File: src/pkg/prc_cfg.svh
// constants of the pll reference, phase detector and unlock block
`ifndef PRC_CFG_SVH
`define PRC_CFG_SVH

`define PRC_ADDR_W       7
`define PRC_ADDR_UNLOCK  7'h05
`define PRC_ADDR_MODE    7'h21
`define PRC_ADDR_REF     7'h31

`define PRC_REF_RST      4'hF
`define PRC_MODE_RST     4'h0
`define PRC_UNLOCK_BIT   0

`define PRC_CODE_1K25    4'h0
`define PRC_CODE_2K5     4'h1
`define PRC_CODE_5K      4'h2
`define PRC_CODE_10K     4'h3
`define PRC_CODE_6K25    4'h4
`define PRC_CODE_12K5    4'h5
`define PRC_CODE_25K     4'h6
`define PRC_CODE_50K     4'h7
`define PRC_CODE_3K      4'h8
`define PRC_CODE_1K      4'hC
`define PRC_CODE_9K      4'hD
`define PRC_CODE_100K    4'hE
`define PRC_CODE_OFF     4'hF

`define PRC_MODE_NONE    4'h0
`define PRC_MODE_MF      4'h1
`define PRC_MODE_VHF     4'h2
`define PRC_MODE_HF      4'h3

// crystal rate as a fraction of the system clock
`define PRC_CLK_KHZ      50000
`define PRC_XTAL_KHZ     4500
`define PRC_XTAL_NUM     7'h09
`define PRC_XTAL_DEN     7'h64

// reference divisors in crystal periods
`define PRC_DIV_W        13
`define PRC_DIV_1K25     13'h0E10
`define PRC_DIV_2K5      13'h0708
`define PRC_DIV_5K       13'h0384
`define PRC_DIV_10K      13'h01C2
`define PRC_DIV_6K25     13'h02D0
`define PRC_DIV_12K5     13'h0168
`define PRC_DIV_25K      13'h00B4
`define PRC_DIV_50K      13'h005A
`define PRC_DIV_3K       13'h05DC
`define PRC_DIV_1K       13'h1194
`define PRC_DIV_9K       13'h01F4
`define PRC_DIV_100K     13'h002D

`define PRC_CLK_NS       20
`define PRC_DLY_MIN_NS   800
`define PRC_DLY_MAX_NS   1000
`define PRC_DLY_CYC      ((`PRC_DLY_MIN_NS + `PRC_CLK_NS - 1) / `PRC_CLK_NS)

`endif

File: src/pkg/prc_pkg.sv
// types of the pll reference, phase detector and unlock block
package prc_pkg;

  typedef logic [3:0] prc_nib_type;

  typedef enum logic [1:0] {
    PRC_IDLE,
    PRC_UP,
    PRC_DOWN
  } prc_pfd_type;

endpackage : prc_pkg

File: src/verilog/prc_top.sv
// pll reference generator, phase detector, charge pump drive and unlock flag
//
// How it works
// - reference is divided down from 4.5 MHz crystal
// - four-bit code picks one of twelve references
// - code all ones disables divider, reference, comparator
// - disabled by code: vco pins pulled, error floats
// - up when divided slower, down when faster
// - no requests while synthesizer disabled
// - error low, high, or floating when equal
// - unlock flag set when a request is active at the reference tick
// - unlock flag set once per reference period
// - reading unlock status returns and clears it
// - unlock status is read only
// - request delay fixed between 0.8 and 1.0 us
// - chip enable low disables whole synthesizer
// - chip enable low keeps select registers
// - power-on reset loads reference code all ones
// - vco mode zero only pulls vco pins down
// - clock stop instruction loads reference code ones
// - unlock status sits at register address 05h
`include "prc_cfg.svh"

module prc_top #(
  parameter logic [`PRC_DIV_W-1:0] DIV_1K = `PRC_DIV_1K
) (
  // clock, reset and control
  input  wire logic                   clk_i,
  input  wire logic                   nrst_i,
  input  wire logic                   ena_i,
  input  wire logic                   ce_i,
  input  wire logic                   clk_stop_i,
  // register file access
  input  wire logic [`PRC_ADDR_W-1:0] rf_addr_i,
  input  wire logic                   rf_wr_i,
  input  wire prc_pkg::prc_nib_type   rf_wdata_i,
  input  wire logic                   rf_rd_i,
  output prc_pkg::prc_nib_type        rf_rdata_o,
  // divider, comparator and charge pump
  input  wire logic                   divided_freq_i,
  output logic                        div_run_o,
  output logic                        ref_freq_o,
  output logic                        up_request_n_o,
  output logic                        down_request_n_o,
  output logic                        error_out_pin_o,
  output logic                        error_out_pin_oe_n_o,
  // vco input pull-downs
  output logic                        vco_high_input_pd_o,
  output logic                        vco_low_input_pd_o
);
  import prc_pkg::*;

  localparam int DLY = `PRC_DLY_CYC;

  // ==========================================================
  // functions
  // ==========================================================
  function automatic logic [`PRC_DIV_W-1:0] ref_div(input prc_nib_type code,
                                                   input logic [`PRC_DIV_W-1:0] d1k);
    case (code)
      `PRC_CODE_1K25: ref_div = `PRC_DIV_1K25;
      `PRC_CODE_2K5:  ref_div = `PRC_DIV_2K5;
      `PRC_CODE_5K:   ref_div = `PRC_DIV_5K;
      `PRC_CODE_10K:  ref_div = `PRC_DIV_10K;
      `PRC_CODE_6K25: ref_div = `PRC_DIV_6K25;
      `PRC_CODE_12K5: ref_div = `PRC_DIV_12K5;
      `PRC_CODE_25K:  ref_div = `PRC_DIV_25K;
      `PRC_CODE_50K:  ref_div = `PRC_DIV_50K;
      `PRC_CODE_3K:   ref_div = `PRC_DIV_3K;
      `PRC_CODE_1K:   ref_div = d1k;
      `PRC_CODE_9K:   ref_div = `PRC_DIV_9K;
      `PRC_CODE_100K: ref_div = `PRC_DIV_100K;
      // prohibited codes and off: generator stays silent
      default:        ref_div = '0;
    endcase
  endfunction : ref_div

  function automatic logic addr_hit(input logic [`PRC_ADDR_W-1:0] a,
                                    input logic [`PRC_ADDR_W-1:0] b);
    addr_hit = (a == b);
  endfunction : addr_hit

  // ==========================================================
  // registers
  // ==========================================================
  prc_nib_type               ref_code_reg;
  prc_nib_type               ref_code_next;
  prc_nib_type               mode_reg;
  prc_nib_type               mode_next;
  logic                      unlock_reg;
  logic                      unlock_next;
  prc_nib_type               rdata_reg;
  prc_nib_type               rdata_next;

  wire logic wr_ref    = rf_wr_i & addr_hit(rf_addr_i, `PRC_ADDR_REF);
  wire logic wr_mode   = rf_wr_i & addr_hit(rf_addr_i, `PRC_ADDR_MODE);
  wire logic rd_unlock = rf_rd_i & addr_hit(rf_addr_i, `PRC_ADDR_UNLOCK);
  wire logic rd_ref    = rf_rd_i & addr_hit(rf_addr_i, `PRC_ADDR_REF);
  wire logic rd_mode   = rf_rd_i & addr_hit(rf_addr_i, `PRC_ADDR_MODE);

  // clock stop wins over a write in the same cycle
  assign ref_code_next = clk_stop_i ? `PRC_REF_RST :
                         wr_ref     ? rf_wdata_i : ref_code_reg;
  assign mode_next     = clk_stop_i ? `PRC_MODE_RST :
                         wr_mode    ? rf_wdata_i : mode_reg;

  // ==========================================================
  // disable decode
  // ==========================================================
  // prohibited codes keep the loop enabled but give no reference
  wire logic code_off = (ref_code_reg == `PRC_CODE_OFF);
  wire logic pll_off  = code_off | ~ce_i;
  wire logic mode_none = (mode_reg == `PRC_MODE_NONE);
  wire logic pins_off = pll_off | mode_none;
  wire logic vhf_sel  = (mode_reg == `PRC_MODE_VHF);

  // ==========================================================
  // crystal tick and reference divider
  // ==========================================================
  logic [6:0]                acc_reg;
  logic [6:0]                acc_next;
  logic [`PRC_DIV_W-1:0]     rcnt_reg;
  logic [`PRC_DIV_W-1:0]     rcnt_next;
  logic                      ref_tick_reg;

  // 4.5 of 50 MHz as a 9/100 accumulator: jitter of one clock is fine
  wire logic [7:0] acc_sum  = {1'b0, acc_reg} + {1'b0, `PRC_XTAL_NUM};
  wire logic       xtal_tk  = (acc_sum >= {1'b0, `PRC_XTAL_DEN});
  wire logic [6:0] acc_wrap = 7'(acc_sum - {1'b0, `PRC_XTAL_DEN});
  assign acc_next = xtal_tk ? acc_wrap : acc_sum[6:0];

  wire logic [`PRC_DIV_W-1:0] div_val = ref_div(ref_code_reg, DIV_1K);
  wire logic div_ok  = (div_val != '0);
  wire logic rcnt_end = xtal_tk & (rcnt_reg >= div_val - 1'b1);
  wire logic ref_tick = ~pll_off & div_ok & rcnt_end;

  assign rcnt_next = (pll_off | ~div_ok) ? '0 :
                     rcnt_end ? '0 :
                     xtal_tk  ? rcnt_reg + 1'b1 : rcnt_reg;

  // ==========================================================
  // phase detector
  // ==========================================================
  prc_pfd_type               pfd_reg;
  prc_pfd_type               pfd_next;
  logic                      fn_d_reg;

  // divider output only counts while the divider runs
  wire logic fn_edge = divided_freq_i & ~fn_d_reg & ~pll_off;
  // an edge alone opens a request, coincident edges mean in phase
  wire logic up_go   = ref_tick & ~fn_edge;
  wire logic dn_go   = fn_edge & ~ref_tick;

  always_comb begin
    pfd_next = pfd_reg;
    case (pfd_reg)
      PRC_IDLE: begin
        if (up_go) begin
          pfd_next = PRC_UP;
        end else if (dn_go) begin
          pfd_next = PRC_DOWN;
        end
      end
      PRC_UP: begin
        if (fn_edge) begin
          pfd_next = PRC_IDLE;
        end
      end
      PRC_DOWN: begin
        if (ref_tick) begin
          pfd_next = PRC_IDLE;
        end
      end
      default: pfd_next = PRC_IDLE;
    endcase
    if (pll_off) begin
      pfd_next = PRC_IDLE;
    end
  end

  // ==========================================================
  // request delay line
  // ==========================================================
  logic [DLY-1:0]            up_dly_reg;
  logic [DLY-1:0]            up_dly_next;
  logic [DLY-1:0]            dn_dly_reg;
  logic [DLY-1:0]            dn_dly_next;

  wire logic up_raw = (pfd_reg == PRC_UP);
  wire logic dn_raw = (pfd_reg == PRC_DOWN);
  // fixed shift of the minimum delay keeps pulse width intact
  wire logic up_act = up_dly_reg[DLY-1] & ~pll_off;
  wire logic dn_act = dn_dly_reg[DLY-1] & ~pll_off;

  assign up_dly_next = pll_off ? '0 : {up_dly_reg[DLY-2:0], up_raw};
  assign dn_dly_next = pll_off ? '0 : {dn_dly_reg[DLY-2:0], dn_raw};

  // ==========================================================
  // unlock flag and read data
  // ==========================================================
  // sampled on the reference tick only; a set beats a read clear
  wire logic any_act    = up_act | dn_act;
  wire logic unlock_set = ref_tick & any_act;
  assign unlock_next = unlock_set ? 1'b1 :
                       rd_unlock  ? 1'b0 : unlock_reg;

  // writes to the unlock address decode nowhere
  assign rdata_next =
    rd_unlock ? {3'h0, unlock_reg} :
    rd_ref  ? ref_code_reg :
    rd_mode ? mode_reg :
    rf_rd_i ? 4'h0 : rdata_reg;

  // ==========================================================
  // state
  // ==========================================================
  // ce is no reset here: selects survive chip enable low
  always_ff @(posedge clk_i) begin
    if (!nrst_i) begin
      ref_code_reg <= `PRC_REF_RST;
      mode_reg     <= `PRC_MODE_RST;
    end else if (ena_i) begin
      ref_code_reg <= ref_code_next;
      mode_reg     <= mode_next;
    end
  end

  always_ff @(posedge clk_i) begin
    if (!nrst_i) begin
      acc_reg      <= 7'h00;
      rcnt_reg     <= '0;
      ref_tick_reg <= 1'b0;
    end else if (ena_i) begin
      acc_reg      <= acc_next;
      rcnt_reg     <= rcnt_next;
      ref_tick_reg <= ref_tick;
    end
  end

  always_ff @(posedge clk_i) begin
    if (!nrst_i) begin
      fn_d_reg     <= 1'b0;
      pfd_reg      <= PRC_IDLE;
    end else if (ena_i) begin
      fn_d_reg     <= divided_freq_i;
      pfd_reg      <= pfd_next;
    end
  end

  always_ff @(posedge clk_i) begin
    if (!nrst_i) begin
      up_dly_reg <= '0;
      dn_dly_reg <= '0;
    end else if (ena_i) begin
      up_dly_reg <= up_dly_next;
      dn_dly_reg <= dn_dly_next;
    end
  end

  always_ff @(posedge clk_i) begin
    if (!nrst_i) begin
      unlock_reg <= 1'b0;
    end else if (ena_i) begin
      unlock_reg <= unlock_next;
    end
  end

  // read data holds between reads, so a slow poll still sees it
  always_ff @(posedge clk_i) begin
    if (!nrst_i) begin
      rdata_reg  <= 4'h0;
    end else if (ena_i) begin
      rdata_reg  <= rdata_next;
    end
  end

  // ==========================================================
  // outputs
  // ==========================================================
  assign rf_rdata_o       = rdata_reg;
  assign ref_freq_o       = ref_tick_reg;
  assign div_run_o        = ~pll_off;
  assign up_request_n_o   = ~up_act;
  assign down_request_n_o = ~dn_act;

  // up pulls the loop low, down drives high, neither floats
  wire logic eo_low   = up_act & ~dn_act;
  wire logic eo_high  = dn_act & ~up_act;
  wire logic eo_drive = (eo_low | eo_high) & ~pll_off;
  assign error_out_pin_o      = eo_high;
  assign error_out_pin_oe_n_o = ~eo_drive;

  // mf and hf take the low input, vhf the high one
  assign vco_high_input_pd_o = pins_off | ~vhf_sel;
  assign vco_low_input_pd_o  = pins_off | vhf_sel;

endmodule : prc_top
File: config.mk
export PLATFORM = sky130hd
export DESIGN_NAME = prc_top
export DESIGN_NICKNAME = d
export VERILOG_FILES = /design/src/pkg/prc_pkg.sv /design/src/verilog/prc_top.sv
export VERILOG_INCLUDE_DIRS = /design/src /design/src/pkg
export SDC_FILE = /design/constraint.sdc
export NUM_CORES = 1
export LEC_CHECK = 0
export BUFFER_PORTS_ARGS = -buffer_cell sky130_fd_sc_hd__buf_2
export CELL_PAD_IN_SITES_DETAIL_PLACEMENT = 1
export CELL_PAD_IN_SITES_GLOBAL_PLACEMENT = 1
export CORE_MARGIN = 3
export CORE_UTILIZATION = 52
export CTS_BUF_LIST = sky130_fd_sc_hd__clkbuf_8
export DETAILED_ROUTE_END_ITERATION = 6
export MAX_ROUTING_LAYER = met4
export PLACE_DENSITY = 0.95
export SKIP_CTS_REPAIR_TIMING = 1
export SLEW_MARGIN = 15
export SYNTH_ARGS = -nofsm -noshare
export SYNTH_HDL_FRONTEND = slang
export SYNTH_SLANG_ARGS = --single-unit
File: constraint.sdc
create_clock -name clk_i -period 7.6 [get_ports clk_i]
set_input_delay 1.52 -clock clk_i [delete_from_list [all_inputs] [get_ports clk_i]]
set_output_delay 1.52 -clock clk_i [all_outputs]
set_load 0.03 [all_outputs]
; After elaboration in Yosys (flattened, before gate mapping)
; Memories as Yosys holds them, arrays and structs flattened. A register that Yosys moved wholly into a read port is not among the register bits.
; Cells that the tools add are included.
[classes]
n_addsub = 4
order_cmp = 2
eq_ne = 10
n_mux = 24
bitwise = 35
reduce_logical = 14
[ops]
columns = op, count
row1 = $mux 40, 2
row2 = $mux 4, 10
row3 = $mux 13, 3
row4 = $and 1x1->1, 18
row5 = $eq 7x6->1 const B, 2
row6 = $add 13x1->13 const B, 1
row7 = $ge 13x13->1, 1
row8 = $reduce_bool 13->1, 1
row9 = $sub 13x1->13 const B, 1
row10 = $mux 2, 5
row11 = $not 1->1, 10
row12 = $reduce_and 2->1, 5
row13 = $add 7x4->8 const B, 1
row14 = $ge 8x7->1 const B, 1
row15 = $eq 7x3->1 const B, 1
row16 = $mux 7, 1
row17 = $or 1x1->1, 7
row18 = $sub 7x7->7 const B, 1
row19 = $ne 3x3->1 const B, 2
row20 = $pmux 2 s3, 1
row21 = $reduce_bool 2->1, 3
row22 = $eq 4x2->1 const B, 1
row23 = $eq 4x4->1 const B, 1
row24 = $logic_not 4->1, 1
row25 = 8 further kinds, 9
[totals]
regBits = 117
romBits = 208
out_inout_bits = 12
wordCells = 101
memories = 1
[memory_table]
columns = name, depth, width, read_ports, rd_ports_with_merged_regs, write_ports, line_no
row1 = (no name shown), 16, 13, 1, 1, 0, prc_top.sv:60  ; case (code)

; Longest topological paths before layout
; Gate-level depths: netlist of the first run.
[logic_depth]
ltp_word = 11
depth_mapped = 13
ltp_nobuf = 12

; Worst setup path after synthesis of the first run
; Ideal clock, no wire load.
[synth_path]
path_kind = input-to-output
startpoint = in ce_i
endpoint = out error_out_pin_oe_n_o
arrival_ps = 3319
setup_slack_ps = 2761
stages = 6
path_buffers = 2
path_cell_list = and2_1 -> clkbuf_1 -> clkbuf_1 -> nand2_1 -> ha_1 -> nand2_1
[synth_via]
elab_chain_cells = 9
word_cells_on_any_way = 12
classes_between = 12 x bitwise
[synth_rtl]
columns = element, line_no
row1 = "start, declared", prc_top.sv:31  ; input wire logic ce_i,
row2 = $not 1->1, prc_top.sv:112  ; wire logic pll_off = code_off | ~ce_i;
row3 = $or 1x1->1, prc_top.sv:112
row4 = $not 1->1, --
row5 = named net div_run_o, prc_top.sv:41  ; output logic div_run_o,
row6 = $and 1x1->1, prc_top.sv:192  ; wire logic up_act = up_dly_reg[DLY-1] & ~pll_off;
row7 = $not 1->1, prc_top.sv:288  ; wire logic eo_high = dn_act & ~up_act;
row8 = named net up_request_n_o, prc_top.sv:43  ; output logic up_request_n_o,
row9 = $and 1x1->1, prc_top.sv:288
row10 = $or 1x1->1, prc_top.sv:289  ; wire logic eo_drive = (eo_low | eo_high) & ~pll_off;
row11 = $and 1x1->1, prc_top.sv:289
row12 = $not 1->1, prc_top.sv:291  ; assign error_out_pin_oe_n_o = ~eo_drive;
row13 = "end, declared", prc_top.sv:46  ; output logic error_out_pin_oe_n_o,
; The timed path passes the listed nets, and every way through them passes these cells.

; Final worst setup path of the first run
[layout_path]
startpoint = in ce_i
endpoint = out vco_high_input_pd_o
[layout_via]
elab_chain_cells = 4
[layout_rtl]
columns = element, line_no
row1 = $not 1->1, prc_top.sv:112
row2 = $or 1x1->1, prc_top.sv:112
row3 = $or 1x1->1, prc_top.sv:114  ; wire logic pins_off = pll_off | mode_none;
row4 = $or 1x1->1, prc_top.sv:294  ; assign vco_high_input_pd_o = pins_off | ~vhf_sel;
row5 = "end, declared", prc_top.sv:48  ; output logic vco_high_input_pd_o,
; Every way passes these cells.

==> results of run 1 <==
-- power groups by stage --
| stage | clock (mW) | combinational (mW) | sequential (mW) |
|---|---|---|---|
| 2_1_floorplan | 0 | 0.0506 | 0.703 |
| 3_3_place_gp | 0 | 0.0638 | 0.706 |
| 3_5_place_dp | 0 | 0.0671 | 0.706 |
| 4_1_cts | 0.614 | 0.0685 | 0.691 |
| 5_1_grt | 0.644 | 0.0762 | 0.691 |
| 6_report | 0.609 | 0.0692 | 0.691 |
-- cells by family after synthesis --
kind of cell             Yosys count  synth area share (%)
AND/OR/NAND/NOR                  329                 25.54
XOR/XNOR                          15                 2.108
AO/OA/AOI/OAI                    186                 18.37
multiplexers                      14                 2.269
adder cells (fa/ha/maj)           26                 5.220
flip-flops                       130                 41.76
buffers and inverters             77                 4.738
-- per-layer routing --
layer / vias to the layer above / wire length (µm) / GRT usage (%)
met4: 0 / 524 / 13.62
li1: 2768 / - / -
met5: - / 0 / -
met1: 2940 / 7881 / 36.35
met3: 50 / 937 / 6.580
met2: 187 / 9416 / 49.54
-- synth_stat cells (all sizes together), types with 6 or more instances --
| library cell | instances | share of area, % |
|---|---|---|
| clkbuf | 43 | 2.6 |
| buf | 12 | 0.82 |
| nand4b | 6 | 0.84 |
| xor2 | 6 | 0.84 |
| nor2 | 36 | 2.2 |
| dfxtp | 130 | 42 |
| nand4 | 8 | 0.80 |
| nor4 | 8 | 0.80 |
| nand3 | 97 | 7.8 |
| nand2 | 118 | 7.1 |
| ha | 26 | 5.2 |
| a21oi | 106 | 8.7 |
| o2111ai | 6 | 0.84 |
| or3 | 7 | 0.78 |
| or2 | 7 | 0.74 |
| inv | 21 | 1.3 |
| mux2i | 13 | 2.1 |
| nor3 | 11 | 0.88 |
| o21ai | 17 | 1.4 |
| xnor2 | 9 | 1.3 |
| o211ai | 6 | 0.72 |
| nor2b | 7 | 0.70 |
-- stage by stage --
stage | hold slack (ns) | setup WS, ns | instances | instance area, µm² | utilization [%]
after floorplan | 0.4322 | 2.761 | 777 | 6232 | -
after global placement | 0.4389 | 3.167 | 900 | 6390 | 55.25
after detailed placement | 0.4548 | 3.107 | 900 | 6390 | 55.25
after CTS | 0.4694 | 3.099 | 931 | 6795 | 58.76
after global routing | 0.4895 | 2.978 | 931 | 6795 | 58.76
final | 0.4700 | 3.066 | 931 | 6795 | 58.76
-- critical path, stage by stage --
cell and delay (ns):
buf_2 0.08, and2_2 0.31, buf_4 0.67, nand3_1 0.16
buf_2 0.22
-- area by class of cell --
cell class	count	area [µm²]
fillers	1358	4770
flip-flops and latches	130	2603
clock buffers	20	275.3
well taps	143	178.9
multi-input cells	570	3336
inverters	22	82.58
repair buffers	35	190.2
clock inverters	11	130.1
-- worst paths after layout --
kind / startpoint / to / slack (ns)
setup / recovery: ce_i / vco_high_input_pd_o / 3.07
hold / removal: up_dly_reg[13] / up_dly_reg[13] / 0.47
setup reg to reg: div_val[5] / rcnt_reg[2] / 4.05
hold reg to reg: up_dly_reg[13] / up_dly_reg[13] / 0.47
==> results.md, run 1 <==
- Core Area: 11560 µm²
- Reg2reg path depth: 12
- Worst-Margin Slew: 1.116 ns
- Status: finished clean
- Max Cap Viol: 0
- Clock tree buffer depth: 2
- CTS tree: yes
- Clock transition at the registers of the reported paths: 0.08 ns
- Hold Vio Cnt, Final: 0
- Final wirelength: 18760 µm
- Die Y: 115.5 µm
- Fin Clk Skew: 0.01648 ns
- DR vias: 5945
- Routed vias/inst: 6.386
- Clk pwr share: 44.5%
- Final HPWL DP: 10930 µm
- Syn Inst Count: 777
- Synth Net Count: 822
- Gr usage total: 30.48%
- Peak VDD IR: 0.0001444 V
- First-pass GRT wire length: 31350 µm
- Commonest non-fill, non-tap cell in the layout: dfxtp_1
- Period minus WS final: 4.534 ns
- Clk root buf: clkbuf_8
- Hold path depth: 2
- Starting density of the core: 53.89%
- Synth warnings: 0
- Tcrit/Tclk final: 59.66%
- Largest net degree at the start of global routing: 108
- Synthesized cell area: 6232 µm²
- DRT iter0 DRCs: 473
- CP Data Arrival Time: 3.01 ns
- IO Count: 31
- DR DRC count: 0
- P&R area growth vs syn: 9.034%
- Die Area: 13330 µm²
- WP data required: 6.08 ns
- Post-synthesis sequential area ratio: 41.76%
- Ant diodes: 0
- Horiz. Die Dim: 115.5 µm
- First-pass iteration count of the detailed router: 5
- CP Max Fanout: 78
- Gpl congestion: 0.8828
- Avg WL per Cell: 20.15 µm
- RSZ-0062 raised after global routing: no
- Fraction of layout cells with a size suffix above 1: 10.53%
- PortBufs: 30
- Sw Share: 25.41%
- Max Slew Vio Count: 0
- P_sw: 0.3479 mW
- Comb power frac: 5.1%
- Final ANT Viol Nets: 0
- Std cell rows: 39
- Commonest non-fill, non-tap cells in the layout: 130 x dfxtp_1, 118 x nand2_1, 105 x a21oi_1
- Sequential group share of total power: 50.4%
- NumNets Final: 821
- WS Path Type: in -> out
- Synth async-reset ratio: 0%
- Total chip power: 1.369 mW
- Initial antenna violation count: 0
- Post-route setup TNS: 0 ns
- Synth unique cells: 64
- Worst setup SP type: input port
- CTS Buf Count: 17
- Top_reg_cell synth: dfxtp_1
- Number of global-route vias before repair: 6168
- GRT overflow: 0
- Synth Area per Inst: 8.021 µm²
- Worst slew margin: 25.61%
- Htree depth: 4
- Setup violations, final: 0
- Power Dens Cells: 201.5 nW/µm²
- Int Power: 1.021 mW
- Worst-skew pair later-pin latency: 0.47 ns
- Clock sink count: 130
- Endpoint type of the worst setup path: output pin
- Post-synth EDFFs: 0
- LEAKAGE: 2.470 nW
- Worst Hold Class: reg -> reg
- Yosys reg bits: 130
- Max Fclk: 220.6 MHz
(Power assumes the default switching activity.)
==> run 2: changes to the inputs <==
--- a/config.mk
+++ b/config.mk
@@ -10,11 +10,11 @@
 export CELL_PAD_IN_SITES_DETAIL_PLACEMENT = 1
 export CELL_PAD_IN_SITES_GLOBAL_PLACEMENT = 1
 export CORE_MARGIN = 3
-export CORE_UTILIZATION = 52
+export CORE_UTILIZATION = 48
 export CTS_BUF_LIST = sky130_fd_sc_hd__clkbuf_8
 export DETAILED_ROUTE_END_ITERATION = 6
 export MAX_ROUTING_LAYER = met4
-export PLACE_DENSITY = 0.95
+export PLACE_DENSITY = 0.92
 export SKIP_CTS_REPAIR_TIMING = 1
 export SLEW_MARGIN = 15
 export SYNTH_ARGS = -nofsm -noshare
==> constraint.sdc (replaced) <==
create_clock -name clk_i -period 4.2 [get_ports clk_i]
set_input_delay 0.84 -clock clk_i [delete_from_list [all_inputs] [get_ports clk_i]]
set_output_delay 0.84 -clock clk_i [all_outputs]
set_load 0.03 [all_outputs]
==> results.md, run 2 (same netlist as run 1, synthesis figures left out) <==
- Status: finished clean
- Slowest stage delay, CP: 0.49 ns (-0.18 ns)
- Max Cap Viol: 0 (unchanged)
- Total chip power: 2.321 mW (+70%)
- DRT iter0 DRCs: 465 (-1.7%)
- IO Count: 31 (unchanged)
- Crit path cell chain: ha_1, xor2_1, inv_1, ha_1, a21boi_0, a21oi_1, o2111a_1, or2_2, a311oi_1, mux2i_1
- LEAKAGE: 2.450 nW (-0.83%)
- Peak VDD IR: 0.0001680 V (+16%)
- CP Max Fanout: 12 (-85%)
- Endpoint type of the worst setup path: register
- Fraction of layout cells with a size suffix above 1: 10.87% (+0.34 points)
- Hold path depth: 2 (unchanged)
- Slowest cell on crit path: dfxtp_1
- Tcrit/Tclk final: 83.06%
- Final wirelength: 17650 µm (-5.9%)
- WP data required: 4.59 ns (-1.49 ns)
- Clock sink count: 130 (unchanged)
- PortBufs: 30 (unchanged)
- Worst-skew pair later-pin latency: 0.46 ns (about the same)
- Worst setup SP type: register
- NumNets Final: 823 (+0.24%)
- Starting density of the core: 50.41% (-3.5 points)
- Initial antenna violation count: 0 (unchanged)
- P&R area growth vs syn: 8.813%
- Ant diodes: 0 (unchanged)
- Period minus WS final: 3.489 ns
- PnR worst setup slack: 0.7114 ns (-2.355 ns)
- Die Area: 14390 µm² (+7.9%)
- Number of global-route vias before repair: 6032 (-2.2%)
- Worst-Margin Slew: 1.101 ns (-0.01489 ns)
- Clock tree buffer depth: 2 (unchanged)
- DR vias: 5884 (-1.0%)
- Max Slew Vio Count: 0 (unchanged)
- Reg2reg path depth: 10 (-2)
- GRT overflow: 0 (unchanged)
- Avg WL per Cell: 18.40 µm (-8.7%)
- Gr usage total: 25.64% (-4.8 points)
- Die Y: 119.9 µm (+3.9%)
- Clock transition at the registers of the reported paths: 0.08 ns (about the same)
- CP Data Arrival Time: 3.88 ns (+0.87 ns)
- Htree depth: 4 (unchanged)
- Hold Vio Cnt, Final: 0 (unchanged)
- Clk root buf: clkbuf_8
- Commonest non-fill, non-tap cell in the layout: dfxtp_1
- Horiz. Die Dim: 119.9 µm (+3.9%)
- Std cell rows: 40 (+2.6%)
- WS Path Type: reg -> reg
- Hold Path Sink: up_dly_reg[8]
- DP Worst Slack: 0.8065 ns (-2.301 ns)
- Setup violations, final: 0 (unchanged)
- Commonest non-fill, non-tap cells in the layout: 130 x dfxtp_1, 118 x nand2_1, 105 x a21oi_1
- DR DRC count: 0 (unchanged)
- First-pass GRT wire length: 29390 µm (-6.2%)
- Fin Clk Skew: 0.009598 ns (-0.006882 ns)
- R2r endpoint: acc_reg[4]
- Flop-to-flop setup slack: 0.71 ns (-3.34 ns)
- Hold_sp: up_dly_reg[8]
- Worst slew margin: 26.61% (+0.99 points)
- First-pass iteration count of the detailed router: 5 (unchanged)
- Most used cell, CP: ha_1
- Final HPWL DP: 11530 µm (+5.5%)
- Crit path buf inv count: 1 (-2)
- Max Fclk: 286.6 MHz
- Core Area: 12360 µm² (+6.9%)
- CTS Buf Count: 17 (unchanged)
- Routed vias/inst: 6.136 (-3.9%)
- Worst Hold Class: reg -> reg
- Largest net degree at the start of global routing: 104 (-3.7%)
- Family with the most delay on the worst path: compound AO/OA/AOI/OAI gates
- RSZ-0062 raised after global routing: no
- Power Dens Cells: 342.3 nW/µm² (+70%)
- Post-route setup TNS: 0 ns (unchanged)
- Gpl congestion: 0.9307 (+5.4%)
- FF-to-FF Start: acc_reg[0]
- CTS tree: yes
- Final ANT Viol Nets: 0 (unchanged)
-- run 2: worst reg2reg max path, delay by kind of cell, from the launching register on --
kind,cells,cell delay (ns)
AOI/OAI and AO/OA,4,1.34
adders and majority gates,2,0.66
DFF,1,0.49
and+or+nand+nor,1,0.46
muxes,1,0.22
xor gates and xnor gates,1,0.15
buffers and inverters,1,0.09
-- run 2: area by class of cell --
| class | count | area (µm²) |
|---|---|---|
| clock buffer | 17 | 234.0 |
| tap | 168 | 210.2 |
| multi-input combinational | 570 | 3336 |
| sequential | 130 | 2603 |
| clock inverter | 15 | 111.4 |
| fill | 1534 | 5580 |
| inverter | 22 | 82.58 |
| timing repair buffer | 37 | 205.2 |
-- run 2: per-layer routing --
metal	part of all wire, %	vias to the layer above	wire length, µm	GRT usage, %
li1	-	2775	-	-
met1	42	2887	7393	29.29
met2	51	165	8957	42.99
met3	4.2	57	745	5.467
met4	3.1	0	549	12.03
met5	0	-	0	-
-- run 2: report_power, final --
group,switching (mW),internal (mW)
Combinational,0.0930,0.0358
Clock,0.532,0.411
Sequential,0.0122,1.24
Total,0.637,1.68
-- run 2: how the worst max path moves through the flow --
stage	from	endpoint	slack, ns	cells after the start
after global routing	acc_reg[0]	rcnt_reg[2]	0.35	11
after floorplan	ce_i	error_out_pin_oe_n_o	0.72	6
after CTS	div_val[4]	rcnt_reg[7]	0.72	12
after global placement	rf_addr_i[3]	div_val[3]	0.99	9
after detailed placement	rf_addr_i[3]	div_val[3]	0.81	9
final	acc_reg[0]	acc_reg[4]	0.71	10
-- run 2: through the flow --
stage                     hold WS (ns)  std cells  instance area [µm²]  util, %
after floorplan                 0.4322        777                 6232        -
after global placement          0.4410        927                 6436    52.06
after detailed placement        0.4587        927                 6436    52.06
after CTS                       0.4689        959                 6782    54.86
after global routing            0.4899        959                 6782    54.86
final                           0.4662        959                 6782    54.86
==> run 3: changes to the inputs <==
==> constraint.sdc (replaced) <==
create_clock -name clk_i -period 3.25 [get_ports clk_i]
set_input_delay 0.65 -clock clk_i [delete_from_list [all_inputs] [get_ports clk_i]]
set_output_delay 0.65 -clock clk_i [all_outputs]
set_load 0.03 [all_outputs]
==> results.md, run 3 (same netlist as run 1, synthesis figures left out) <==
- Final HPWL DP: 11320 µm (-1.8%)
- WP data required: 3.64 ns (-0.95 ns)
- Clock tree buffer depth: 2 (unchanged)
- Max Cap Viol: 0 (unchanged)
- Max Slew Vio Count: 0 (unchanged)
- First-pass iteration count of the detailed router: 6 (+1)
- Final ANT Viol Nets: 0 (unchanged)
- CTS Buf Count: 17 (unchanged)
- Reg2reg path depth: 13 (+3)
- Endpoint type of the worst setup path: register
- WHS: 0.4641 ns (-0.002142 ns)
- Peak VDD IR: 0.0002599 V (+55%)
- Core Area: 12360 µm² (unchanged)
- CP Max Fanout: 10 (-2)
- Fin Clk Skew: 0.01269 ns (+0.003092 ns)
- Comb power frac: 5.5% (about the same)
- Worst setup SP type: register
- Avg WL per Cell: 19.19 µm (+4.3%)
- First-pass GRT wire length: 30620 µm (+4.2%)
- DP Worst Slack: 0.04594 ns (-0.7606 ns)
- Slowest cell on crit path: or3_1
- Post-Layout Inst Area: 6950 µm² (+2.5%)
- Fraction of layout cells with a size suffix above 1: 12.89% (+2.0 points)
- Power Dens Cells: 451.8 nW/µm² (+32%)
- Crit path from: div_val[0]
- CTS tree: yes
- Sequential group share of total power: 51.4% (-2.5 points)
- Htree depth: 4 (unchanged)
- Number of global-route vias before repair: 6175 (+2.4%)
- NumNets Final: 832 (+1.1%)
- DR vias: 5977 (+1.6%)
- Worst-Margin Slew: 1.057 ns (-0.04366 ns)
- Initial antenna violation count: 0 (unchanged)
- Ant diodes: 0 (unchanged)
- Worst setup endpoint: unlock_reg
- Horiz. Die Dim: 119.9 µm (unchanged)
- Clock transition at the registers of the reported paths: 0.08 ns (about the same)
- Worst slew margin: 29.52% (+2.9 points)
- CP Data Arrival Time: 3.49 ns (-0.39 ns)
- Clk pwr share: 43.0% (+2.4 points)
- Period minus WS final: 3.099 ns (-0.3892 ns)
- Slowest stage delay, CP: 0.40 ns (-0.09 ns)
- Routed vias/inst: 6.181 (+0.74%)
- Hold Vio Cnt, Final: 0 (unchanged)
- WS Path Type: reg -> reg
- Status: finished clean
- IO Count: 31 (unchanged)
- P&R area growth vs syn: 11.52%
- Clock sink count: 130 (unchanged)
- Std cell rows: 40 (unchanged)
- Final wirelength: 18560 µm (+5.2%)
- P_sw: 0.7896 mW (+24%)
- PortBufs: 30 (unchanged)
- Die Area: 14390 µm² (unchanged)
- Tcrit/Tclk final: 95.37% (+12 points)
- Commonest non-fill, non-tap cells in the layout: 129 x dfxtp_1, 118 x nand2_1, 104 x a21oi_1
- Int Power: 2.350 mW (+40%)
- Max Fclk: 322.6 MHz (+13%)
- Worst-skew pair later-pin latency: 0.44 ns (-0.02 ns)
- Most used cell, CP: ha_1
- Worst Hold Class: reg -> reg
- Setup violations, final: 0 (unchanged)
- Clk root buf: clkbuf_8
- Crit path cell chain: inv_1, ha_1, nand2_1, nor3_2, xnor2_1, ha_1, nand4_1, or3_1, a31oi_1, o32ai_2, buf_4, nor4_1, a31o_2
- Flop-to-flop setup slack: 0.15 ns (-0.56 ns)
- Commonest non-fill, non-tap cell in the layout: dfxtp_1
- Starting density of the core: 50.41% (unchanged)
- Placed cell areas: 6504 µm² (+1.0%)
- Gr usage total: 26.84% (+1.2 points)
- R2r endpoint: unlock_reg
- Die Y: 119.9 µm (unchanged)
- Gpl congestion: 0.8359 (-10%)
- PnR worst setup slack: 0.1505 ns (-0.5608 ns)
- Largest net degree at the start of global routing: 103 (-0.96%)
- GRT overflow: 0 (unchanged)
- Sw Share: 25.15% (-2.3 points)
- LEAKAGE: 2.533 nW (+3.4%)
- DRT iter0 DRCs: 500 (+7.5%)
- DR DRC count: 0 (unchanged)
- FF-to-FF Start: div_val[0]
run 3: per-stage QoR:
| step | utilization (%) | setup TNS (ns) | instances | power (mW) |
|---|---|---|---|---|
| floorplan | - | 0 | 777 | 1.763 |
| global placement | 52.61 | 0 | 936 | 1.808 |
| global route | 56.22 | -0.06776 | 967 | 3.246 |
| finish | 56.22 | 0 | 967 | 3.140 |
| CTS | 55.73 | -0.1483 | 967 | 3.146 |
| detailed placement | 52.61 | 0 | 936 | 1.816 |
run 3: area by class of cell:
class	count	area (µm²)
Fill cell	1528	5411
Inverter	22	82.58
Tap cell	168	210.2
Multi-Input combinational cell	570	3396
Timing Repair Buffer	46	272.8
Clock buffer	22	302.8
Clock inverter	9	82.58
Sequential cell	130	2604
run 3: how the worst min path moves through the flow:
stage               cells after the start  slack, ns             to           from
floorplan                               2       0.43  up_dly_reg[4]  up_dly_reg[4]
detailed placement                      2       0.45  up_dly_reg[4]  up_dly_reg[4]
CTS                                     2       0.47  up_dly_reg[4]  up_dly_reg[4]
global placement                        2       0.44  up_dly_reg[4]  up_dly_reg[4]
finish                                  2       0.46  up_dly_reg[4]  up_dly_reg[4]
global route                            2       0.49  dn_dly_reg[5]  dn_dly_reg[5]
run 3: per-layer routing:
layer  vias to the layer above  share of wire (%)  GRT usage (%)  wire, µm
met3                        57                5.6          6.362      1045
met1                      2927                 42          31.62      7731
met2                       211                 50          44.26      9309
li1                       2782                  -              -         -
met4                         0                2.5          10.81       470
met5                         -                  0              -         0
run 3: power groups by stage:
stage / registers, mW / logic (mW) / clock network (mW)
detailed placement: 1.65 / 0.166 / 0
finish: 1.62 / 0.174 / 1.35
global route: 1.62 / 0.191 / 1.44
global placement: 1.65 / 0.160 / 0
floorplan: 1.64 / 0.118 / 0
CTS: 1.61 / 0.171 / 1.36
run 3: worst max-delay path, delay by kind of cell, from the launching register on:
family / cells / cell delay [ns]
xor gates and xnor gates: 1 / 0.10
DFF: 1 / 0.34
and+or+nand+nor: 5 / 1.11
AOI/OAI and AO/OA: 3 / 0.57
buffers and inverters: 2 / 0.36
adders and majority gates: 2 / 0.57
